==> src/hdl/sss_pkg.sv <==
// constants, register map and types of the start-up delay and soft-start sequencer
// Functional notes
// - hold enable line low until ready
// - every sharer holds line low independently
// - count turn-on delay after line release
// - shared timebase, fastest device sets ticks
// - ramp target from zero to setpoint
// - skip ramp when rise below 0.25 ms
// - one step per 0.1 ms tick
// - force discontinuous mode during ramp
// - reverse current cuts bottom gate in discontinuous
// - gpio releases when output above undervoltage limit
// - propagate bit selects deglitched undervoltage signal
// - deglitch filter of 70 us
// - effective rise time capped at 1.3 s
// - after ramp and undervoltage clear, programmed mode
package sss_pkg;

  // clock and timing, times in ns
  localparam int unsigned CLK_PERIOD_NS = 8;
  localparam int unsigned TIMEBASE_NS = 100000; // one timebase tick, 0.1 ms
  localparam int unsigned UV_FILTER_NS = 70000; // undervoltage deglitch, 70 us
  localparam int unsigned TIMEBASE_CYC = TIMEBASE_NS / CLK_PERIOD_NS;
  localparam int unsigned UV_FILTER_CYC = (UV_FILTER_NS + CLK_PERIOD_NS - 1) / CLK_PERIOD_NS;

  // time registers count in 10 us units
  localparam logic [17:0] TICK_UNITS = 18'h0000a; // 0.1 ms per tick
  localparam logic [17:0] SOFTSTART_MIN_UNITS = 18'h00019; // 0.250 ms
  localparam logic [17:0] RISE_CAP_UNITS = 18'h1fbd0; // 1.3 s

  // register byte offsets
  localparam logic [7:0] OFS_OP_CONFIG = 8'h00;
  localparam logic [7:0] OFS_PIN_PROPAGATE = 8'h04;
  localparam logic [7:0] OFS_VIN_THRESHOLD = 8'h08;
  localparam logic [7:0] OFS_TURN_ON_DELAY = 8'h0c;
  localparam logic [7:0] OFS_RISE_TIME = 8'h10;
  localparam logic [7:0] OFS_UV_LIMIT = 8'h14;
  localparam logic [7:0] OFS_SETPOINT = 8'h18;
  localparam logic [7:0] OFS_STATUS = 8'h1c;

  // field positions
  localparam int unsigned PROP_UV_RELEASE_BIT = 0;
  localparam int unsigned PROP_DEGLITCH_BIT = 1;
  localparam int unsigned STAT_RUN_BIT = 4;
  localparam int unsigned STAT_UV_OK_BIT = 5;
  localparam int unsigned STAT_DCM_BIT = 6;
  localparam int unsigned STAT_TARGET_LSB = 16;

  // reset values
  localparam logic [1:0] RST_OP_MODE = 2'h0;
  localparam logic [1:0] RST_PIN_PROPAGATE = 2'h0;
  localparam logic [15:0] RST_VIN_THRESHOLD = 16'h0000;
  localparam logic [17:0] RST_TURN_ON_DELAY = 18'h00000;
  localparam logic [17:0] RST_RISE_TIME = 18'h00000;
  localparam logic [15:0] RST_UV_LIMIT = 16'h0000;
  localparam logic [15:0] RST_SETPOINT = 16'h0000;

  // switching stage modes
  localparam logic [1:0] MODE_FORCED_CONT = 2'h0;
  localparam logic [1:0] MODE_DCM = 2'h1;
  localparam logic [1:0] MODE_LIGHT_LOAD = 2'h2;

  // sequencer states
  typedef enum logic [2:0] {
    ST_HOLD = 3'b000,
    ST_RELEASE = 3'b001,
    ST_DELAY = 3'b010,
    ST_DIVN = 3'b011,
    ST_DIVQ = 3'b100,
    ST_RAMP = 3'b101,
    ST_SETTLE = 3'b110,
    ST_ON = 3'b111
  } sss_state_t;

endpackage : sss_pkg

==> src/hdl/sss_uv_deglitch.sv <==
// digital deglitch filter for the output undervoltage comparison
`timescale 1ns/1ps
module sss_uv_deglitch #(
  parameter int unsigned FILT_CYCLES = 8750
) (
  input wire logic mclk,
  input wire logic reset,
  input wire logic raw_in,
  output logic filt_out
);

  localparam int unsigned CW = $clog2(FILT_CYCLES + 1);
  localparam logic [CW-1:0] LAST = CW'(FILT_CYCLES - 1);

  logic filt_q; // filtered level
  logic filt_d;
  logic [CW-1:0] cnt_q; // cycles the raw level has disagreed
  logic [CW-1:0] cnt_d;

  // a disagreement must persist the whole window before it is taken
  always_comb begin
    filt_d = filt_q;
    cnt_d = '0;
    if (raw_in != filt_q) begin
      if (cnt_q == LAST) begin
        filt_d = raw_in;
      end else begin
        cnt_d = cnt_q + 1'b1; // chatter restarts the count
      end
    end
  end

  // register the filter state
  always_ff @(posedge mclk) begin
    if (reset) begin
      filt_q <= 1'b0;
      cnt_q <= '0;
    end else begin
      filt_q <= filt_d;
      cnt_q <= cnt_d;
    end
  end

  assign filt_out = filt_q;
endmodule : sss_uv_deglitch

==> src/hdl/sss_sequencer.sv <==
// start-up sequencer: enable line hold, turn-on delay, soft-start ramp, gpio release
//
// Added by the designer: the strobed register port and the register offsets.
`timescale 1ns/1ps
module sss_sequencer
  import sss_pkg::*;
#(
  parameter int unsigned TIMEBASE_CYCLES = TIMEBASE_CYC,
  parameter int unsigned UV_FILTER_CYCLES = UV_FILTER_CYC
) (
  input wire logic mclk,
  input wire logic reset,
  input wire logic [7:0] reg_addr,
  input wire logic [31:0] reg_wdata,
  input wire logic reg_wr,
  input wire logic reg_rd,
  output logic [31:0] reg_rdata,
  input wire logic init_done,
  input wire logic [15:0] vin_level,
  input wire logic [15:0] vout_level,
  input wire logic run_in,
  output logic run_out,
  output logic run_oe,
  input wire logic timebase_in,
  output logic timebase_out,
  output logic timebase_oe,
  input wire logic reverse_current_in,
  output logic gpio_out,
  output logic gpio_oe,
  output logic [15:0] target_level,
  output logic [1:0] pwm_mode,
  output logic bottom_gate_allow,
  output logic switching_en
);

  localparam logic [15:0] TB_LAST = 16'(TIMEBASE_CYCLES - 1);
  localparam logic [15:0] TB_HALF = 16'(TIMEBASE_CYCLES / 2);

  // software registers
  logic [1:0] op_mode_q; // programmed operating mode
  logic [1:0] prop_q; // pin_propagate_config
  logic [15:0] vin_thr_q; // input_turn_on_threshold
  logic [17:0] turn_on_delay_q; // turn_on_delay, 10 us units
  logic [17:0] rise_q; // output_rise_time, 10 us units
  logic [15:0] uv_limit_q; // output_undervoltage_limit
  logic [15:0] setpoint_q; // commanded output level
  logic [31:0] rdata_q;
  logic [31:0] rdata_d;

  // pin synchronisers, first stages read only by second stages
  logic run_s1_q, run_s2_q;
  logic tb_s1_q, tb_s2_q, tb_s3_q;
  logic rev_s1_q, rev_s2_q;

  // timebase
  logic [15:0] tb_cnt_q;
  logic [15:0] tb_cnt_d;
  logic tb_oe_q;
  logic tb_oe_d;
  logic tick; // falling edge of the shared timebase

  // sequencer
  sss_state_t st_q, st_d;
  logic [17:0] dly_q, dly_d; // remaining delay
  logic [17:0] num_q, num_d; // divider numerator shift
  logic [17:0] den_q, den_d;
  logic [17:0] quo_q, quo_d;
  logic [17:0] rem_q, rem_d;
  logic [4:0] dcnt_q, dcnt_d; // divider step count
  logic [13:0] nsteps_q, nsteps_d; // increments in the ramp
  logic [13:0] left_q, left_d; // increments still to go
  logic [15:0] inc_q, inc_d; // whole part of one increment
  logic [13:0] frac_q, frac_d; // leftover spread over steps
  logic [14:0] err_q, err_d;
  logic [15:0] target_q, target_d;
  logic [17:0] rise_eff;
  logic [17:0] dsh;
  logic [14:0] esum;

  // outputs and status
  logic uv_raw_q;
  logic uv_filt;
  logic uv_src;
  logic dcm_force;
  logic dcm_now;
  logic run_oe_q, gpio_oe_q, bg_q, sw_q;
  logic [1:0] pwm_q;

  // synchronise the pins onto mclk
  always_ff @(posedge mclk) begin
    if (reset) begin
      run_s1_q <= 1'b0;
      run_s2_q <= 1'b0;
      tb_s1_q <= 1'b1;
      tb_s2_q <= 1'b1;
      tb_s3_q <= 1'b1;
      rev_s1_q <= 1'b0;
      rev_s2_q <= 1'b0;
    end else begin
      run_s1_q <= run_in;
      run_s2_q <= run_s1_q;
      tb_s1_q <= timebase_in;
      tb_s2_q <= tb_s1_q;
      tb_s3_q <= tb_s2_q;
      rev_s1_q <= reverse_current_in;
      rev_s2_q <= rev_s1_q;
    end
  end

  // any device pulling the line low restarts our period, so the fastest rules
  assign tick = tb_s3_q & ~tb_s2_q;

  // own timebase generator, open drain low for the first half period
  always_comb begin
    if (tick) begin
      tb_cnt_d = 16'h0000;
    end else if (tb_cnt_q == TB_LAST) begin
      tb_cnt_d = 16'h0000;
    end else begin
      tb_cnt_d = tb_cnt_q + 16'h0001;
    end
    tb_oe_d = (tb_cnt_d < TB_HALF);
  end

  // register the timebase
  always_ff @(posedge mclk) begin
    if (reset) begin
      tb_cnt_q <= 16'h0000;
      tb_oe_q <= 1'b0;
    end else begin
      tb_cnt_q <= tb_cnt_d;
      tb_oe_q <= tb_oe_d;
    end
  end

  // register bus: writes steer the sequencer, reads answer next cycle only
  always_comb begin
    rdata_d = 32'h0000_0000;
    if (reg_rd) begin
      case (reg_addr)
        OFS_OP_CONFIG: rdata_d[1:0] = op_mode_q;
        OFS_PIN_PROPAGATE: rdata_d[1:0] = prop_q;
        OFS_VIN_THRESHOLD: rdata_d[15:0] = vin_thr_q;
        OFS_TURN_ON_DELAY: rdata_d[17:0] = turn_on_delay_q;
        OFS_RISE_TIME: rdata_d[17:0] = rise_q;
        OFS_UV_LIMIT: rdata_d[15:0] = uv_limit_q;
        OFS_SETPOINT: rdata_d[15:0] = setpoint_q;
        OFS_STATUS: begin
          rdata_d[2:0] = st_q;
          rdata_d[STAT_RUN_BIT] = run_s2_q;
          rdata_d[STAT_UV_OK_BIT] = uv_src;
          rdata_d[STAT_DCM_BIT] = dcm_force;
          rdata_d[STAT_TARGET_LSB +: 16] = target_q;
        end
        default: rdata_d = 32'h0000_0000; // unmapped reads as zero
      endcase
    end
  end

  // register file storage
  always_ff @(posedge mclk) begin
    if (reset) begin
      op_mode_q <= RST_OP_MODE;
      prop_q <= RST_PIN_PROPAGATE;
      vin_thr_q <= RST_VIN_THRESHOLD;
      turn_on_delay_q <= RST_TURN_ON_DELAY;
      rise_q <= RST_RISE_TIME;
      uv_limit_q <= RST_UV_LIMIT;
      setpoint_q <= RST_SETPOINT;
      rdata_q <= 32'h0000_0000;
    end else begin
      rdata_q <= rdata_d;
      if (reg_wr) begin
        case (reg_addr)
          OFS_OP_CONFIG: op_mode_q <= reg_wdata[1:0];
          OFS_PIN_PROPAGATE: prop_q <= reg_wdata[1:0];
          OFS_VIN_THRESHOLD: vin_thr_q <= reg_wdata[15:0];
          OFS_TURN_ON_DELAY: turn_on_delay_q <= reg_wdata[17:0];
          OFS_RISE_TIME: rise_q <= reg_wdata[17:0];
          OFS_UV_LIMIT: uv_limit_q <= reg_wdata[15:0];
          OFS_SETPOINT: setpoint_q <= reg_wdata[15:0];
          default: ; // status and unmapped writes ignored
        endcase
      end
    end
  end

  // longer programmed rise times are clipped
  assign rise_eff = (rise_q > RISE_CAP_UNITS) ? RISE_CAP_UNITS : rise_q;

  // one restoring divider step, shared by both divisions
  assign dsh = {rem_q[16:0], num_q[17]};
  assign esum = err_q + {1'b0, frac_q};

  // sequencer next state
  always_comb begin
    st_d = st_q;
    dly_d = dly_q;
    num_d = num_q;
    den_d = den_q;
    quo_d = quo_q;
    rem_d = rem_q;
    dcnt_d = dcnt_q;
    nsteps_d = nsteps_q;
    left_d = left_q;
    inc_d = inc_q;
    frac_d = frac_q;
    err_d = err_q;
    target_d = target_q;
    if (st_q != ST_DIVN && st_q != ST_DIVQ) begin
      dcnt_d = 5'h00;
    end else begin
      num_d = {num_q[16:0], 1'b0};
      dcnt_d = dcnt_q + 5'h01;
      if (dsh >= den_q) begin
        rem_d = dsh - den_q;
        quo_d = {quo_q[16:0], 1'b1};
      end else begin
        rem_d = dsh;
        quo_d = {quo_q[16:0], 1'b0};
      end
    end
    case (st_q)
      ST_HOLD: begin
        target_d = 16'h0000;
        if (init_done && (vin_level > vin_thr_q)) begin
          st_d = ST_RELEASE;
        end
      end
      ST_RELEASE: begin
        dly_d = turn_on_delay_q;
        if (!init_done || (vin_level <= vin_thr_q)) begin
          st_d = ST_HOLD;
        end else if (run_s2_q) begin
          st_d = ST_DELAY; // every sharer has let go
        end
      end
      ST_DELAY: begin
        if (tick) begin
          if (dly_q > TICK_UNITS) begin
            dly_d = dly_q - TICK_UNITS;
          end else if (rise_eff < SOFTSTART_MIN_UNITS) begin
            target_d = setpoint_q; // no ramp at all
            st_d = ST_SETTLE;
          end else begin
            num_d = rise_eff;
            den_d = TICK_UNITS; // steps = rise / 0.1 ms
            quo_d = 18'h00000;
            rem_d = 18'h00000;
            st_d = ST_DIVN;
          end
        end
      end
      ST_DIVN: begin
        if (dcnt_q == 5'd17) begin
          dcnt_d = 5'h00; // second division needs a fresh step count
          nsteps_d = quo_d[13:0];
          num_d = {2'b00, setpoint_q};
          den_d = {4'h0, quo_d[13:0]};
          quo_d = 18'h00000;
          rem_d = 18'h00000;
          st_d = ST_DIVQ;
        end
      end
      ST_DIVQ: begin
        if (dcnt_q == 5'd17) begin
          inc_d = quo_d[15:0]; // equal share of the setpoint
          frac_d = rem_d[13:0];
          left_d = nsteps_q;
          err_d = 15'h0000;
          target_d = 16'h0000; // ramp starts from zero
          st_d = ST_RAMP;
        end
      end
      ST_RAMP: begin
        if (tick) begin
          left_d = left_q - 14'h0001; // one step per tick
          if (left_q == 14'h0001) begin
            target_d = setpoint_q; // last step lands exactly
            st_d = ST_SETTLE;
          end else if (esum >= {1'b0, nsteps_q}) begin
            err_d = esum - {1'b0, nsteps_q};
            target_d = target_q + inc_q + 16'h0001;
          end else begin
            err_d = esum;
            target_d = target_q + inc_q;
          end
        end
      end
      ST_SETTLE: begin
        if (uv_raw_q) begin
          st_d = ST_ON;
        end
      end
      ST_ON: st_d = ST_ON;
      default: st_d = ST_HOLD;
    endcase
    // losing the line or the input drops everything back to hold
    if (st_q != ST_HOLD && st_q != ST_RELEASE) begin
      if (!run_s2_q || !init_done || (vin_level <= vin_thr_q)) begin
        st_d = ST_HOLD;
        target_d = 16'h0000;
      end
    end
  end

  // register the sequencer
  always_ff @(posedge mclk) begin
    if (reset) begin
      st_q <= ST_HOLD;
      dly_q <= 18'h00000;
      num_q <= 18'h00000;
      den_q <= 18'h00001;
      quo_q <= 18'h00000;
      rem_q <= 18'h00000;
      dcnt_q <= 5'h00;
      nsteps_q <= 14'h0001;
      left_q <= 14'h0000;
      inc_q <= 16'h0000;
      frac_q <= 14'h0000;
      err_q <= 15'h0000;
      target_q <= 16'h0000;
    end else begin
      st_q <= st_d;
      dly_q <= dly_d;
      num_q <= num_d;
      den_q <= den_d;
      quo_q <= quo_d;
      rem_q <= rem_d;
      dcnt_q <= dcnt_d;
      nsteps_q <= nsteps_d;
      left_q <= left_d;
      inc_q <= inc_d;
      frac_q <= frac_d;
      err_q <= err_d;
      target_q <= target_d;
    end
  end

  // deglitched undervoltage comparison
  sss_uv_deglitch #(
    .FILT_CYCLES(UV_FILTER_CYCLES)
  ) u_uv_deglitch (
    .mclk(mclk),
    .reset(reset),
    .raw_in(uv_raw_q),
    .filt_out(uv_filt)
  );

  // raw path is faster, filtered path rides out comparator chatter
  assign uv_src = prop_q[PROP_DEGLITCH_BIT] ? uv_filt : uv_raw_q;
  // ramp and settle force discontinuous switching
  assign dcm_force = (st_q == ST_DIVN) || (st_q == ST_DIVQ) || (st_q == ST_RAMP) ||
                     (st_q == ST_SETTLE);
  assign dcm_now = dcm_force || (op_mode_q == MODE_DCM);

  // output flops
  always_ff @(posedge mclk) begin
    if (reset) begin
      uv_raw_q <= 1'b0;
      run_oe_q <= 1'b1;
      gpio_oe_q <= 1'b0;
      pwm_q <= MODE_DCM;
      bg_q <= 1'b0;
      sw_q <= 1'b0;
    end else begin
      uv_raw_q <= (vout_level > uv_limit_q);
      run_oe_q <= (st_d == ST_HOLD); // pull the shared line low
      gpio_oe_q <= prop_q[PROP_UV_RELEASE_BIT] && !uv_src;
      pwm_q <= dcm_force ? MODE_DCM : op_mode_q;
      bg_q <= !(dcm_now && rev_s2_q);
      sw_q <= (st_q != ST_HOLD) && (st_q != ST_RELEASE) && (st_q != ST_DELAY);
    end
  end

  assign reg_rdata = rdata_q;
  assign run_out = 1'b0;
  assign run_oe = run_oe_q;
  assign timebase_out = 1'b0;
  assign timebase_oe = tb_oe_q;
  assign gpio_out = 1'b0;
  assign gpio_oe = gpio_oe_q;
  assign target_level = target_q;
  assign pwm_mode = pwm_q;
  assign bottom_gate_allow = bg_q;
  assign switching_en = sw_q;
endmodule : sss_sequencer

==> config.mk <==
export PLATFORM = sky130hd
export DESIGN_NAME = sss_sequencer
export DESIGN_NICKNAME = d
export VERILOG_FILES = /design/src/hdl/sss_pkg.sv /design/src/hdl/sss_uv_deglitch.sv /design/src/hdl/sss_sequencer.sv
export SDC_FILE = /design/constraint.sdc
export NUM_CORES = 1
export LEC_CHECK = 0
export BUFFER_PORTS_ARGS = -buffer_cell sky130_fd_sc_hd__buf_2
export CAP_MARGIN = 20
export CORE_MARGIN = 2
export CORE_UTILIZATION = 50
export DETAILED_ROUTE_END_ITERATION = 16
export PLACE_DENSITY = 0.82
export SYNTH_ARGS = -nofsm -noshare
export SYNTH_HDL_FRONTEND = slang
export SYNTH_SLANG_ARGS = --single-unit
==> constraint.sdc <==
create_clock -name mclk -period 3.9 [get_ports mclk]
set_clock_uncertainty 0.15 [all_clocks]
set_input_delay 0.195 -clock mclk [delete_from_list [all_inputs] [get_ports mclk]]
set_output_delay 0.195 -clock mclk [all_outputs]
set_load 0.005 [all_outputs]
== Yosys cells after proc, flatten, opt, wreduce, memory -nomap -nowiden ==
Index checks and enable logic that the tools add are counted.
Storage, ports and cells
  flip-flop bits (word level): 353
  input bits: 80
  output and inout bits: 58
  word-level logic and storage cells: 210
Operators by class
  add/subtract/negate cells: 10
  magnitude comparators: 9
  equality and inequality tests: 32
  muxes and demuxes: 73
  bitwise gates (word level): 5
  reductions and logical operators: 42
Operators with widths (count)
  $mux 18: 23
  $pmux 18 s2: 5
  $mux 16: 11
  $pmux 16 s4: 1
  $mux 15: 4
  $pmux 9 s5: 1
  $mux 3: 13
  $add 16x1->16 const B: 2
  $eq 8x5->1 const B: 4
  $gt 16x16->1: 2
  $pmux 15 s2: 1
  $mux 14: 2
  $pmux 14 s2: 1
  $pmux 3 s8: 1
  $reduce_and 2->1: 10
  $ge 18x18->1: 1
  $gt 18x17->1 const B: 1
  $gt 18x4->1 const B: 1
  $lt 18x5->1 const B: 1
  $pmux 3 s6: 1
  $sub 18x18->18: 1
  $sub 18x4->18 const B: 1
  $add 16x16->16: 1
  $eq 16x14->1 const B: 1
  other kinds (42): 81

== Depth between registers and ports, before layout ==
  depth in word-level cells: 10
  gate-level depth with buffers: 20
  gate-level depth less buffers: 18

== By module ==
A second synthesis with hierarchy kept.
Unflattened totals
  cell total of the unflattened synthesis: 2374
  area total of the unflattened synthesis: 18637.9 µm²
Modules (own cells, without submodules)
  sss_sequencer: instances 1, cells an instance 2299, area each 17903.4 µm², seq. area each 6606.3 µm²
  sss_uv_deglitch: instances 1, cells an instance 75, area each 734.5 µm², seq. area each 300.3 µm²

== Worst setup path before layout ==
No wires, ideal clock.
  path type: reg2reg
  from: register frac_q[0]
  to: register err_q[10]
  setup time: 0.128 ns
  data arrival time: 3.970 ns
  data required time: 3.622 ns
  slack: -0.347 ns
  cell stages (with the launch flop): 20
  path buffers: 1
  clock period less this slack: 4.247 ns
  path through: dfxtp_1 > ha_1 > fa_1 > a211oi_2 > o21bai_1 > o2111ai_1 > nand2_1 > a21o_1 > a21oi_1 > xnor2_1 > ha_1 > nand3_1 > nor4_1 > nor3b_1 > mux2i_2 > or2_1 > buf_2 > mux2_2 > a22oi_1 > nor2_1
On the way
  cells in the longest elaborated chain, start to end: 6
  elaborated cells between the ends (all ways): 7
  classes of those cells: add/sub: 2; order compare: 1; mux: 4
RTL lines
  from (decl): line sss_sequencer.sv:73  | logic [13:0] frac_q, frac_d;
  from (signal assigned): line sss_sequencer.sv:334  | frac_q <= frac_d;
  $add 15x14->15 *: line sss_sequencer.sv:193  | assign esum = err_q + {1'b0, frac_q};
  $sub 15x14->15 / $ge 15x14->1 (equally long branches): line sss_sequencer.sv:282, sss_sequencer.sv:281
  $mux 15 *: line sss_sequencer.sv:281  | end else if (esum >= {1'b0, nsteps_q}) begin
  $mux 15 *: line sss_sequencer.sv:278  | if (left_q == 14'h0001) begin
  $mux 15 *: line sss_sequencer.sv:276  | if (tick) begin
  $pmux 15 s2 *: line sss_sequencer.sv:223  | case (st_q)
  to (signal assigned): line sss_sequencer.sv:335  | err_q <= err_d;
  to (decl): line sss_sequencer.sv:74  | logic [14:0] err_q, err_d;
Every way passes the cells marked *; elsewhere a longest branch is shown, timed or not. The select of a mux whose other input is x is not followed.
A chain may end at the register's enable or synchronous reset.

== Worst setup path after layout ==
  from: register err_q[0]
  to: register target_q[3] (netlist: target_level[3])
On the way
  cells in the longest elaborated chain, start to end: 8
RTL lines
  $add 15x14->15 *: line sss_sequencer.sv:193
  $ge 15x14->1 *: line sss_sequencer.sv:281
  $mux 16 *: line sss_sequencer.sv:281
  $mux 16 *: line sss_sequencer.sv:278
  $mux 16 *: line sss_sequencer.sv:276
  $pmux 16 s4 *: line sss_sequencer.sv:223
  $mux 16: line sss_sequencer.sv:300  | if (!run_s2_q || !init_done || (vin_level <= vin_thr_q)) begin
  $mux 16 *: line sss_sequencer.sv:299  | if (st_q != ST_HOLD && st_q != ST_RELEASE) begin
  to (signal assigned): line sss_sequencer.sv:336  | target_q <= target_d;
  to (decl): line sss_sequencer.sv:75  | logic [15:0] target_q, target_d;
Every way passes the cells marked *; elsewhere a longest branch is shown, timed or not.

==> summary by stage <==
Critical path
The sum of buffers and inverters on the critical path is 3. The data arrival time of the critical path is around 4600 ps. The most numerous cell type found on the critical path is buf_6. The worst setup path is captured at a flip-flop. Walking the worst path, the cells encountered are ha_4, buf_6, a21o_1, a21oi_2, o21bai_1, a31o_2, a211oi_4, nor3_2, xnor2_2, ha_1, nand4_1, nor4_4, nor3b_2, mux2i_4, buf_6, buf_6, o21ai_2, xnor2_1, a222oi_1, nor2_1.

Data on the critical path is required at its endpoint by roughly 4200 ps. Among all stages on the critical path, the largest delay is contributed by nor4_4. The maximum cell stage delay along the critical path is 370 ps. In this run the worst path has a maximum fanout of 4. The worst setup path is launched from a flip-flop. By startpoint and endpoint, the worst setup path is classified as reg -> reg. Among cell families on the critical path, the largest total delay comes from compound AO/OA/AOI/OAI gates.

Layout
The number of inserted filler cells in the final layout is 3,020. The count of cells in the finished layout, fillers not included, comes to approximately 3,000. The share of post-route cells with drive strength above 1 is between 15 and 20%.

The net count reported at finish is 2,702. The area growth from synthesis to layout is 19.6%. The finished layout cell area is 22,100 um^2.

Clocking
The clock latency of the later-clocked register in the worst-skew pair is about 560 ps. The root buffer cell is clkbuf_16. The H-tree generated during clock tree synthesis spans 2 levels.

The number of buffers added by the clock tree synthesis step is 38. The clock net in this run drives a total of 346 sinks. The clock edge transition at the registers on the reported setup and hold paths is ~60 ps. TritonCTS built the clock tree.

Counting along the longest clock path gives a buffer depth of 3.

Outcome
The final reports fail on setup timing. The run finished, with violations left.

Power and ir drop
The standby leakage power is approximately 8.6 nW. The largest voltage drop on the vdd net is 0.354 mV. Power spread over the standard cell area amounts to between 300 and 400 nW/um^2.

Placed design
The detailed placement HPWL is 40.8 mm. The number of placed instances, taps included, is about 2,900. Before CTS, the worst setup slack after placement is -485 ps. The number of buffers added on ports is 120. The cell area reported after detailed placement is just under 20,000 um^2.

The placer's final routability congestion estimate is 0.961.

Global route
The via count of the first global-routing pass was about 18,000. Global routing finished with a remaining overflow of 0. The first global-routing pass estimated ~90 mm of wire. Across every metal layer, demand over resource in global routing totals between 20 and 30%. Entering global routing, the biggest net connects 77 pins.

The initial antenna violation count is 2.

Floorplanning
The number of rows created at floorplan is 70. approximately 140 I/O pins were placed. The floorplan core area is 36,500 um^2. The chip width is just under 200 um. Once the floorplan was initialized, standard cells occupied 50.6% of the core. The die area is between 30,000 and 40,000 um^2.

The die height is about 200 um.

Logic synthesis
Summed over all instances, the cell type with the most area after synthesis is dfxtp_1. The synthesized netlist contains 95 unique library cells. Synthesis handed over a netlist of around 2,300 instances. The synthesized netlist occupies a cell area of 18,500 um^2. By count the netlist is led by nand2_1, dfxtp_1, a21oi_1, nor2_1, clkbuf_1.

The top cell type by area accounts for a little under two fifths of the synthesized area. The average instance area after synthesis is a little under 8 um^2. In this run, synthesis produced a sequential element count of 346. In the post-synthesis netlist, the cell with the most instances is nand2_1. The synthesized design contains 0 enable-type register cells. The most used flip-flop cell after synthesis is dfxtp_1. Of the synthesized area, sequential elements account for 37.5%. Of all flip-flops after synthesis, the portion carrying an async set or reset was 0%. Sorting the synthesized cells by area gives the leading types as dfxtp_1, nand2_1, a21oi_1. For this run, the number of Yosys warnings is 0.

Route
The final route contains roughly 19,000 vias. The detail route stage leaves a number of antenna-violating nets equal to 0. In the routed design, unresolved DRC markers number 0. Summed over all layers, the routed wires come to ~59 mm. The average via count per standard cell is 6.18.

The pre-antenna-repair detailed-routing pass consisted of 6 iterations. In the final routed layout, each cell accounts on average for between 15 and 20 um. For this block, the initial DRC count from the detailed router was roughly 2,200.

Timing
The minimum hold slack is 56.6 ps. Headroom to the max-slew limit came out at between 20% and 30%. The shortest clock period the worst path allows after layout is roughly 4300 ps. The upper clock frequency limit is between 200 and 250 MHz. The count of final max-slew check failures is 0.

The setup-violating endpoint count in the final report is 31. The final worst slack is -419 ps. At the pin with the least slew margin, the transition time is between 1000 and 1500 ps. The final number of hold-violating endpoints is 0. Setup repair after global routing could not meet its margin everywhere.

In the finished design, the share of the clock period the worst path needs comes to 111%.

Hold path
In this run the worst hold path is classified as in -> reg.

Flow run
The tool flagged a number of max-cap violations equal to 0.
==> power by group <==
group          switching [W]  total, W  internal, W
Combinational       0.000226  0.000349     0.000123
Sequential         0.0000204   0.00357      0.00355
Clock                0.00148   0.00366      0.00218
Total                0.00173   0.00758      0.00585
==> sequential cells by signal (all words and copies together) (netlist names), 15 cells and up <==
signal and flops:
dly_q 18, err_q 15, inc_q 16, num_q 18
quo_q 16, reg_rdata 32, rem_q 17, rise_q 18
setpoint_q 16, target_level 16, tb_cnt_q 16, turn_on_delay_q 18
uv_limit_q 16, vin_thr_q 16
==> metrics by stage <==
step,utilization [%],power (W),setup TNS (ps)
after floorplan,-,0.00383,0
after global placement,54.3,0.00395,-6260
after detailed placement,54.3,0.00396,-10030
after CTS,60.0,0.00758,-8320
after global routing,60.5,0.00779,-13080
final,60.5,0.00758,-9170
==> repair_timing <==
item,4_1_cts,5_1_grt
buffers inserted,31,9
endpoints found under the hold margin,109,0
gates resized for setup,60,42
setup endpoints to repair,30,39
pin swaps,59,68
hold buffers,33,0
==> worst paths after layout <==
kind / endpoint / slack, ps / start / cells past startpoint
worst min register to register: tb_s2_q$_SDFF_PP1_ / 290 / tb_s1_q$_SDFF_PP1_ / 1
worst min-delay path: uv_raw_q$_SDFF_PP0_ / 60 / vout_level[15] / 4
worst max-delay path: target_level[3]$_SDFF_PP0_ / -420 / err_q[0]$_SDFFE_PP0P_ / 20
worst max register to register: target_level[3]$_SDFF_PP0_ / -420 / err_q[0]$_SDFFE_PP0P_ / 20
==> layout by cell type (no fill, tap or decap), drive strengths merged, types with 17 or more instances in the layout <==
cell type    Yosys  layout
a211oi          48      48
a21o            22      22
a21oi          253     253
a22oi           59      59
a31oi           25      25
and2            30      30
and3            19      19
buf             17     231
clkbuf         106      52
dfxtp          346     346
dlygate4sd3      0      33
ha              98      98
inv             96      97
mux2i           31      31
nand2          381     381
nand3           45      45
nand4           17      17
nor2           236     236
nor2b           19      19
nor3            61      61
o211ai          22      22
o21a            17      17
o21ai           96      96
xnor2           54      54
xor2            29      29
==> area by class of cell <==
class	count	area (um^2)	area share, %
Timing Repair Buffer	264	1900	8.58
Tap cell	468	586	2.65
Inverter	96	360	1.63
Clock inverter	14	184	0.832
Multi-Input combinational cell	1774	11100	50.1
Sequential cell	346	6930	31.4
Clock buffer	52	1060	4.81
Antenna cell	1	2.50	0.0113
==> routing by layer <==
metal  up-vias  share of wire (%)  global-route usage (%)
met5         -              0.022                       0
met4         2                4.6                    13.7
met3       236                 10                    6.77
met2      1005                 45                    47.4
met1      8758                 40                    37.7
li1       8639                  -                       -
==> worst min-delay path, cell delays in order <==
cell	delay [ps]
buf_2	80
ha_1	130
a2111oi_0	60
nor3_1	220
==> logic make-up after synthesis <==
family / count (synthesis) / synth area share, %
AO/OA/AOI/OAI: 652 / 22.6
AND/OR/NAND/NOR: 894 / 21.7
other: 1 / 0.0203
flip-flops: 346 / 37.5
adder cells (fa/ha/maj): 102 / 7.07
buffers and inverters: 220 / 4.90
XOR/XNOR: 83 / 3.93
multiplexers: 40 / 2.25
Note: power is estimated with default switching activity, not from simulation.
